===== src/verilog/t2c_pkg.sv =====
// Constants shared by the 16-bit capture/reload timer block.
// Assumes an 8-bit register port and one 50 MHz system clock.
package t2c_pkg;

  // Register offsets on the 8-bit register port
  localparam logic [7:0] OFS_CTRL     = 8'hC8;
  localparam logic [7:0] OFS_MODE     = 8'hC9;
  localparam logic [7:0] OFS_RCAP_LO  = 8'hCA;
  localparam logic [7:0] OFS_RCAP_HI  = 8'hCB;
  localparam logic [7:0] OFS_CNT_LO   = 8'hCC;
  localparam logic [7:0] OFS_CNT_HI   = 8'hCD;
  localparam logic [7:0] OFS_CLK_SEL  = 8'hDF;
  localparam logic [7:0] OFS_IRQ_STAT = 8'hC0;
  localparam logic [7:0] OFS_IRQ_MASK = 8'hC1;

  // Control register bit positions
  localparam int CTRL_OVF_FLAG  = 7;
  localparam int CTRL_EXT_FLAG  = 6;
  localparam int CTRL_RX_BAUD   = 5;
  localparam int CTRL_TX_BAUD   = 4;
  localparam int CTRL_EXT_EN    = 3;
  localparam int CTRL_RUN       = 2;
  localparam int CTRL_CNT_SRC   = 1;
  localparam int CTRL_CAP_SEL   = 0;

  // Mode register bit positions and writable mask
  localparam int MODE_CLK_OUT_EN = 1;
  localparam int MODE_DOWN_EN    = 0;
  localparam logic [7:0] MODE_MASK = 8'h03;

  // Clock select register: tick divider bit, writable mask
  localparam int CLK_SEL_DIV     = 5;
  localparam logic [7:0] CLK_SEL_MASK = 8'h39;

  // Interrupt status and mask bit positions
  localparam int IRQ_OVF = 0;
  localparam int IRQ_EXT = 1;

  // Reset values
  localparam logic [7:0]  RST_BYTE = 8'h00;
  localparam logic [1:0]  RST_IRQ  = 2'h0;

  // Tick divider ratios of the system clock
  localparam logic [3:0] DIV_FAST = 4'h6;
  localparam logic [3:0] DIV_SLOW = 4'hC;

  // Counter extremes
  localparam logic [15:0] CNT_ALL_ONES = 16'hFFFF;
  localparam logic [15:0] CNT_ZERO     = 16'h0000;

endpackage


===== src/verilog/t2c_timer.sv =====
// 16-bit timer/counter with capture, auto-reload, up/down and clock-out.
// Assumes a synchronous register port and a trigger pin already in the
// clock domain; read data appear the cycle after the read strobe.
//
// Contract
// - Run bit high advances the counter; low holds both count bytes except for a pin-triggered reload.
// - Source bit 0 ticks from divided clock; 1 counts trigger pin falls.
// - Edge enable with select 0 reloads on overflow and on pin fall.
// - Edge enable with select 1 captures counter on each pin fall.
// - Either baud bit forces auto-reload, ignoring the capture select.
// - Clock-out enable, mode bit 1, switches the clock-out output.
// - Down enable in auto-reload lets pin level set count direction.
// - Capture loads counter low byte into low reload/capture register.
// - Capture loads counter high byte into high reload/capture register.
// - Auto-reload value is high and low reload registers as one word.
// - Counter low and high bytes sit at consecutive readable addresses.
// - Divider bit 5 picks clock divided by 6 at 0, 12 at 1.
// - Twelve-clock option makes the divider bit ineffective.
// - Outside baud mode and with down count off, enabled pin fall triggers capture or reload.
// - Enabled pin fall sets external flag outside baud mode and when down count off.
// - Overflow flag set on overflow or down match, baud bits both 0.
// - Baud bits route overflow as serial receive or transmit time base.
`timescale 1ns/1ps
`default_nettype none

module t2c_timer
(
  input  wire logic       clk_in,
  input  wire logic       rst_in,
  input  wire logic [7:0] addr_in,
  input  wire logic [7:0] wdata_in,
  input  wire logic       wr_in,
  input  wire logic       rd_in,
  output var  logic [7:0] rdata_out,
  input  wire logic       ext_trigger_pin_in,
  input  wire logic       opt_twelve_clk_in,
  output var  logic       clock_out_out,
  output var  logic       baud_rx_tick_out,
  output var  logic       baud_tx_tick_out,
  output var  logic       irq_out
);

  typedef struct packed {
    logic [7:0] ctrl;
    logic [7:0] mode;
    logic [7:0] rcap_lo;
    logic [7:0] rcap_hi;
    logic [7:0] cnt_lo;
    logic [7:0] cnt_hi;
    logic [7:0] clk_sel;
    logic [1:0] irq_stat;
    logic [1:0] irq_mask;
    logic [3:0] presc;
    logic       pin_prev;
    logic [7:0] rdata;
    logic       irq;
    logic       clk_out;
    logic       baud_rx;
    logic       baud_tx;
  } t2c_state_type;

  t2c_state_type s_r;
  t2c_state_type s_nxt;

  // Next-state logic for counter, flags and register port
  always_comb
  begin
    logic        baud;
    logic        cap_mode;
    logic        down_mode;
    logic        fall;
    logic        ptick;
    logic        tick;
    logic        up;
    logic        ovf;
    logic        ext_ev;
    logic [3:0]  div_last;
    logic [15:0] cnt;
    logic [15:0] rcap;
    logic [1:0]  ev;
    baud      = 1'b0;
    cap_mode  = 1'b0;
    down_mode = 1'b0;
    fall      = 1'b0;
    ptick     = 1'b0;
    tick      = 1'b0;
    up        = 1'b1;
    ovf       = 1'b0;
    ext_ev    = 1'b0;
    div_last  = 4'h0;
    cnt       = 16'h0000;
    rcap      = 16'h0000;
    ev        = 2'h0;
    s_nxt     = s_r;

    baud = s_r.ctrl[t2c_pkg::CTRL_RX_BAUD] | s_r.ctrl[t2c_pkg::CTRL_TX_BAUD];
    // Baud mode overrides the capture select
    cap_mode = s_r.ctrl[t2c_pkg::CTRL_CAP_SEL] & ~baud;
    down_mode = s_r.mode[t2c_pkg::MODE_DOWN_EN] & ~cap_mode;
    cnt  = {s_r.cnt_hi, s_r.cnt_lo};
    rcap = {s_r.rcap_hi, s_r.rcap_lo};

    // Falling edge of the trigger pin
    fall = s_r.pin_prev & ~ext_trigger_pin_in;
    s_nxt.pin_prev = ext_trigger_pin_in;

    // Prescaler: divide by 6 or 12, twelve-clock option forces 12
    if (opt_twelve_clk_in | s_r.clk_sel[t2c_pkg::CLK_SEL_DIV])
      div_last = t2c_pkg::DIV_SLOW - 4'h1;
    else
      div_last = t2c_pkg::DIV_FAST - 4'h1;
    if (s_r.presc >= div_last)
    begin
      s_nxt.presc = 4'h0;
      ptick = 1'b1;
    end
    else
      s_nxt.presc = s_r.presc + 4'h1;

    // Tick source and run gate
    tick = s_r.ctrl[t2c_pkg::CTRL_RUN] &
           (s_r.ctrl[t2c_pkg::CTRL_CNT_SRC] ? fall : ptick);

    // Direction from pin level when down counting in reload mode
    up = ~down_mode | ext_trigger_pin_in;
    ovf = tick & (up ? (cnt == t2c_pkg::CNT_ALL_ONES) : (cnt == rcap));

    // Pin trigger outside baud mode; pin is direction when down counting
    ext_ev = fall & s_r.ctrl[t2c_pkg::CTRL_EXT_EN] & ~baud &
             ~down_mode;

    // Counter update
    if (tick)
    begin
      if (ovf)
      begin
        if (!up)
          cnt = t2c_pkg::CNT_ALL_ONES;
        else if (cap_mode)
          cnt = t2c_pkg::CNT_ZERO;
        else
          cnt = rcap;
      end
      else if (up)
        cnt = cnt + 16'h0001;
      else
        cnt = cnt - 16'h0001;
    end
    // Pin-triggered reload or capture of the present count
    if (ext_ev && !cap_mode)
      cnt = rcap;
    if (ext_ev && cap_mode)
    begin
      s_nxt.rcap_lo = s_r.cnt_lo;
      s_nxt.rcap_hi = s_r.cnt_hi;
    end
    s_nxt.cnt_lo = cnt[7:0];
    s_nxt.cnt_hi = cnt[15:8];

    // Hardware flag events
    ev[t2c_pkg::IRQ_OVF] = ovf & ~baud;
    ev[t2c_pkg::IRQ_EXT] = ext_ev;
    s_nxt.ctrl[t2c_pkg::CTRL_OVF_FLAG] =
      s_r.ctrl[t2c_pkg::CTRL_OVF_FLAG] | ev[t2c_pkg::IRQ_OVF];
    s_nxt.ctrl[t2c_pkg::CTRL_EXT_FLAG] =
      s_r.ctrl[t2c_pkg::CTRL_EXT_FLAG] | ev[t2c_pkg::IRQ_EXT];

    // Register writes; software write overrides count, flag set wins
    if (wr_in)
    begin
      case (addr_in)
        t2c_pkg::OFS_CTRL:
        begin
          s_nxt.ctrl = wdata_in;
          s_nxt.ctrl[t2c_pkg::CTRL_OVF_FLAG] =
            wdata_in[t2c_pkg::CTRL_OVF_FLAG] | ev[t2c_pkg::IRQ_OVF];
          s_nxt.ctrl[t2c_pkg::CTRL_EXT_FLAG] =
            wdata_in[t2c_pkg::CTRL_EXT_FLAG] | ev[t2c_pkg::IRQ_EXT];
        end
        t2c_pkg::OFS_MODE:     s_nxt.mode = wdata_in & t2c_pkg::MODE_MASK;
        t2c_pkg::OFS_RCAP_LO:  s_nxt.rcap_lo = wdata_in;
        t2c_pkg::OFS_RCAP_HI:  s_nxt.rcap_hi = wdata_in;
        t2c_pkg::OFS_CNT_LO:   s_nxt.cnt_lo = wdata_in;
        t2c_pkg::OFS_CNT_HI:   s_nxt.cnt_hi = wdata_in;
        t2c_pkg::OFS_CLK_SEL:
          s_nxt.clk_sel = wdata_in & t2c_pkg::CLK_SEL_MASK;
        t2c_pkg::OFS_IRQ_MASK: s_nxt.irq_mask = wdata_in[1:0];
        default:               s_nxt.irq_mask = s_r.irq_mask;
      endcase
    end

    // Sticky status, write one to clear, set wins
    if (wr_in && addr_in == t2c_pkg::OFS_IRQ_STAT)
      s_nxt.irq_stat = (s_r.irq_stat & ~wdata_in[1:0]) | ev;
    else
      s_nxt.irq_stat = s_r.irq_stat | ev;
    s_nxt.irq = |(s_nxt.irq_stat & s_nxt.irq_mask);

    // Clock-out toggles on each overflow while enabled
    if (!s_r.mode[t2c_pkg::MODE_CLK_OUT_EN])
      s_nxt.clk_out = 1'b0;
    else if (ovf)
      s_nxt.clk_out = ~s_r.clk_out;

    // Overflow pulses as serial time base
    s_nxt.baud_rx = ovf & s_r.ctrl[t2c_pkg::CTRL_RX_BAUD];
    s_nxt.baud_tx = ovf & s_r.ctrl[t2c_pkg::CTRL_TX_BAUD];

    // Read data one cycle after the strobe, unmapped reads zero
    s_nxt.rdata = 8'h00;
    if (rd_in)
    begin
      case (addr_in)
        t2c_pkg::OFS_CTRL:     s_nxt.rdata = s_r.ctrl;
        t2c_pkg::OFS_MODE:     s_nxt.rdata = s_r.mode;
        t2c_pkg::OFS_RCAP_LO:  s_nxt.rdata = s_r.rcap_lo;
        t2c_pkg::OFS_RCAP_HI:  s_nxt.rdata = s_r.rcap_hi;
        t2c_pkg::OFS_CNT_LO:   s_nxt.rdata = s_r.cnt_lo;
        t2c_pkg::OFS_CNT_HI:   s_nxt.rdata = s_r.cnt_hi;
        t2c_pkg::OFS_CLK_SEL:  s_nxt.rdata = s_r.clk_sel;
        t2c_pkg::OFS_IRQ_STAT: s_nxt.rdata = {6'h00, s_r.irq_stat};
        t2c_pkg::OFS_IRQ_MASK: s_nxt.rdata = {6'h00, s_r.irq_mask};
        default:               s_nxt.rdata = 8'h00;
      endcase
    end
  end

  // State register
  always_ff @(posedge clk_in or posedge rst_in)
  begin
    if (rst_in)
    begin
      s_r.ctrl     <= t2c_pkg::RST_BYTE;
      s_r.mode     <= t2c_pkg::RST_BYTE;
      s_r.rcap_lo  <= t2c_pkg::RST_BYTE;
      s_r.rcap_hi  <= t2c_pkg::RST_BYTE;
      s_r.cnt_lo   <= t2c_pkg::RST_BYTE;
      s_r.cnt_hi   <= t2c_pkg::RST_BYTE;
      s_r.clk_sel  <= t2c_pkg::RST_BYTE;
      s_r.irq_stat <= t2c_pkg::RST_IRQ;
      s_r.irq_mask <= t2c_pkg::RST_IRQ;
      s_r.presc    <= 4'h0;
      s_r.pin_prev <= 1'b1;
      s_r.rdata    <= t2c_pkg::RST_BYTE;
      s_r.irq      <= 1'b0;
      s_r.clk_out  <= 1'b0;
      s_r.baud_rx  <= 1'b0;
      s_r.baud_tx  <= 1'b0;
    end
    else
      s_r <= s_nxt;
  end

  // Outputs straight from flip-flops
  assign rdata_out        = s_r.rdata;
  assign clock_out_out    = s_r.clk_out;
  assign baud_rx_tick_out = s_r.baud_rx;
  assign baud_tx_tick_out = s_r.baud_tx;
  assign irq_out          = s_r.irq;

endmodule

`default_nettype wire


===== config.mk =====
export PLATFORM = sky130hd
export DESIGN_NAME = t2c_timer
export DESIGN_NICKNAME = d
export VERILOG_FILES = /design/src/verilog/t2c_pkg.sv /design/src/verilog/t2c_timer.sv
export SDC_FILE = /design/constraint.sdc
export NUM_CORES = 1
export LEC_CHECK = 0
export BUFFER_PORTS_ARGS = -buffer_cell sky130_fd_sc_hd__buf_4
export CAP_MARGIN = 10
export CORE_MARGIN = 10
export CORE_UTILIZATION = 56
export DETAILED_ROUTE_END_ITERATION = 8
export PLACE_DENSITY = 0.79
export REMOVE_ABC_BUFFERS = 1
export SLEW_MARGIN = 40
export SYNTH_ARGS = -nofsm -noshare
export SYNTH_HDL_FRONTEND = slang
export SYNTH_SLANG_ARGS = --single-unit

===== constraint.sdc =====
create_clock -name clk_in -period 3.1 [get_ports clk_in]
set_input_delay 0.62 -clock clk_in [delete_from_list [all_inputs] [get_ports clk_in]]
set_output_delay 0.62 -clock clk_in [all_outputs]
set_load 0.005 [all_outputs]

### Word-level counts from Yosys, hierarchy flattened

Cells that the tools add are included.

| word-level totals | value |
|---|---|
| flip-flop bits (word level) | 67 |
| input bits | 22 |
| output and inout bits | 12 |
| word-level logic and storage cells | 96 |

| operators by class | value |
|---|---|
| add/sub/neg operators | 3 |
| order comparisons | 1 |
| eq/ne operators | 12 |
| mux-type cells | 27 |
| bitwise logic cells | 28 |
| reductions and logical operators | 8 |

Operators with widths:

| kind | count |
|---|---|
| 2-to-1 mux 16 bit | 7 |
| == test 8 bit (second input constant) | 9 |
| one-hot mux 8 bit (9 select lines) | 1 |
| 2-to-1 mux 56 bit | 1 |
| 2-to-1 mux 8 bit | 6 |
| adder 16 x 1 -> 16 bit (second input constant) | 1 |
| == test 16 bit | 1 |
| == test 16 bit (second input constant) | 1 |
| subtractor 16 x 1 -> 16 bit (second input constant) | 1 |
| bitwise AND 1 bit | 11 |
| 2-to-1 mux 2 bit | 4 |
| 2-to-1 mux 4 bit | 2 |
| OR 1 bit | 7 |
| 2-to-1 mux 6 bit | 1 |
| AND reduction 2 bit | 3 |
| 2-to-1 mux 1 bit | 5 |
| inverter 1 bit | 5 |
| adder 4 x 1 -> 4 bit (second input constant) | 1 |
| bitwise AND 2 bit | 2 |
| greater-or-equal comparator 4 bit | 1 |
| OR 2 bit | 2 |
| logical AND 1 bit | 3 |
| inequality test 2 x 1 -> 1 bit (second input constant) | 1 |
| inverter 2 bit | 1 |
| other kinds (2) | 2 |

### Logic depth before layout (Yosys ltp)

| logic depth | value |
|---|---|
| depth in word-level cells | 14 |
| mapped depth | 15 |
| mapped depth without buffers | 12 |

### Worst setup path after synthesis

OpenSTA, ideal clock, no wires.

| path | value |
|---|---|
| kind | input to register |
| from | input ext_trigger_pin_in |
| to | register s_r[31] in the netlist's numbering |
| setup time | 130 ps |
| arrival | 3143 ps |
| data required time | 2970 ps |
| setup slack | -173 ps |
| stages | 15 |
| path buffers | 3 |
| path through | and2b_1 -> buf_6 -> nand2_4 -> buf_6 -> clkbuf_1 -> xnor2_1 -> ha_1 -> or3_1 -> nand3b_1 -> or3_1 -> mux2i_1 -> and3_1 -> o21ai_0 -> o2111ai_1 -> o21ai_1 |

RTL lines:

| element | RTL line | source |
|---|---|---|
| from (decl) | t2c_timer.sv:35 | `input wire logic ext_trigger_pin_in,` |
| to (signal assigned) | t2c_timer.sv:251 | `s_r <= s_nxt;` |
| to (decl) | t2c_timer.sv:62 | `t2c_state_type s_r;` |

==> flow_summary.toml <==
[clocking]
cts_buffers = 9
cts_sinks = 67
cts_setup_buffers = 0
clk_latency_ps = 350
clockBufferDepth = 2
cts_resized = 0
cts_root_buffer = "clkbuf_8"
clk_pin_slew_ps = 80
hold_buffers = 0
tritoncts = "done"
htreeDepth = 3

[synth]
yosysWarningCount = 0
ys_seq_elements = 67
async_reset_ff_share_pct = 100.0
netlist_instances = 575
synthDistinctLibCells = 70
postSynthAreaPerCell_sq_um = 8.506
synth_edf_count = 0
synth_area_sq_um = 4891
ys_seq_area_share_pct = 34.31
yosys_most_used_dff = "dfrtp_1"

[detailed_routing]
drcViolationCount = 0
vias_per_cell = 6.948
first_pass_iters = 6
wl_per_cell_microns = 23.99
vias = 4982
drtIter0Drc = 695
wl_microns = 17200
drtAntennaViolNets = 0

[sta]
drv_slew = 0
layout_setup_ws_ps = 247.9
hold_violations = 0
fin_skew_ps = 13.27
relSlewSlack_pct = 52.59
period_minus_slack_ps = 2852
hold_ws_ps = 375.7
fin_crit_sh_pct = 92.00
finalSetupViolations = 0
fmax_mhz = 350.6
tightest_slew_ps = 706.4
rsz0062_at_grt = "false"

[power]
powerDensity_nw_per_um2 = 535.8
p_leak_nw = 2.481
ir_drop_v = 0.0003192
power.total_w = 0.002945

[worst_setup_path]
cp-end-kind = "flop"
arrival_ps = 3100
critPathRequiredTime_ps = 3350
start_kind = "flop"
worstPathMaxFanout = 12
path_class = "reg2reg"

[final_layout]
design_area_sq_um = 5497
regArea_sq_um = 1678
area_growth_pct = 12.38
multi_input_area_sq_um = 2897
fillerInstances = 746
layout-drive-gt1-share_pct = 20.03
fin_nets = 631
n_antenna_cell = 0

[floorplanning]
fp.dieW_microns = 113.5
initial_utilization_pct = 56.92
dieArea_sq_um = 12870
fp-row-count = 34
fp.dieH_microns = 113.5
coreArea_sq_um = 8593
num_io_pins = 34

[job]
drv_cap = 0

[placement]
gp_congestion = 1.039
port-buffer-count = 33
pre_cts_slack_ps = 86.96
hpwl_microns = 12560
place_area_sq_um = 5304

[global_route]
track_usage_pct = 26.30
grt_pass1_wl_microns = 27050
first_global_vias = 4835
gr-total-overflow = 0
antenna_found_initial = 0
grt_max_degree = 35

[run_status]
status = "completed"

[hold_path]
hp-class = "in2async"
path summary, 6_finish.rpt:
path,startpoint,endpoint,slack [ps],cells past startpoint
max,s_r[69]$_DFFE_PP0P_,s_r[43]$_DFF_PP0_,250,9
min,rst_in,rdata_out[5]$_DFF_PP0_,380,3
max reg2reg,s_r[69]$_DFFE_PP0P_,s_r[43]$_DFF_PP0_,250,9
min reg2reg,s_r[13]$_DFF_PP0_,s_r[13]$_DFF_PP0_,490,1
max in group asynchronous,rst_in,s_r[36]$_DFF_PP0_,2380,3
min in group clk_in,ext_trigger_pin_in,s_r[12]$_DFF_PP1_,410,1
synthesized netlist by cell type (5+ instances only):
cell type | number | share of area [%]
dfrtp_1 | 66 | 34
nor2_1 | 53 | 4.1
a21oi_1 | 51 | 5.2
nand2_1 | 41 | 3.1
clkbuf_1 | 32 | 2.5
nand3_1 | 26 | 2.7
nand4_1 | 25 | 3.2
nor3_1 | 24 | 2.5
mux2i_1 | 20 | 4.1
o21ai_0 | 19 | 1.9
mux2_2 | 15 | 3.5
a22oi_1 | 14 | 2.1
xnor2_1 | 14 | 2.5
and3_1 | 11 | 1.4
a31oi_1 | 10 | 1.3
buf_4 | 8 | 1.2
xor2_1 | 8 | 1.4
buf_2 | 7 | 0.72
nor4_1 | 7 | 0.90
o31ai_1 | 7 | 1.1
buf_6 | 6 | 1.4
nor4bb_1 | 6 | 1.2
o211ai_1 | 6 | 0.92
a222oi_1 | 5 | 1.0
and2_1 | 5 | 0.64
ha_1 | 5 | 1.3
inv_1 | 5 | 0.38
or3_1 | 5 | 0.64
cell type report:
| class | count | area share (%) |
|---|---|---|
| clock buffers | 10 | 2.322 |
| clock inverters | 6 | 1.184 |
| inverters | 5 | 0.3415 |
| multi-input cells | 446 | 52.70 |
| flip-flops and latches | 67 | 30.53 |
| well taps | 108 | 2.458 |
| repair buffers | 75 | 10.47 |
cell usage in the layout (no fill, tap or decap), types with 14 or more instances in the layout:
master	netlist	routed
buf_4	8	74
dfrtp_1	66	66
nor2_1	53	53
a21oi_1	51	51
nand2_1	41	41
nand3_1	26	26
nand4_1	25	25
nor3_1	24	24
mux2i_1	20	20
o21ai_0	19	19
mux2_2	15	15
xnor2_1	14	14
a22oi_1	14	14
state kept, by name, indices dropped and copies added (netlist names):
name and flops:
irq_out 1, s_r 55, baud_rx_tick_out 1, rdata_out 8, baud_tx_tick_out 1, clock_out_out 1
cells by family after synthesis:
logic type | count (synthesis) | synth area share, %
simple gates | 233 | 25.76
flops | 67 | 34.31
xor+xnor | 22 | 3.940
compound gates | 151 | 20.70
fa+ha+maj | 5 | 1.279
mux | 35 | 7.547
buf+inv | 62 | 6.472
layer usage:
layer / routed length [microns] / global-route usage [%]
met4: 550 / 9.137
met5: 0 / 0
met2: 7899 / 41.32
met1: 6750 / 33.71
met3: 2001 / 7.769
report_power, final:
group | internal, W | switching [W]
clock | 0.000374 | 0.000363
combinational | 0.000398 | 0.000477
sequential | 0.00100 | 0.000333
total | 0.00177 | 0.00117
critical path, stage by stage, from the launching register on:
cell,delay [ps]
dfrtp_1,410
buf_4,180
nor3b_4,370
nor2_1,130
o2111ai_1,280
o31ai_1,200
or4_4,680
nand4_1,140
nand3_1,90
o31ai_1,280
per-stage QoR:
stage | instances | setup TNS, ps | utilization, %
3_3_place_gp | 701 | 0 | 61.72
5_1_grt | 717 | 0 | 63.96
2_1_floorplan | 518 | -340.8 | -
4_1_cts | 717 | 0 | 63.96
6_report | 717 | 0 | 63.96
3_5_place_dp | 701 | 0 | 61.72
(Power assumes the default switching activity.)
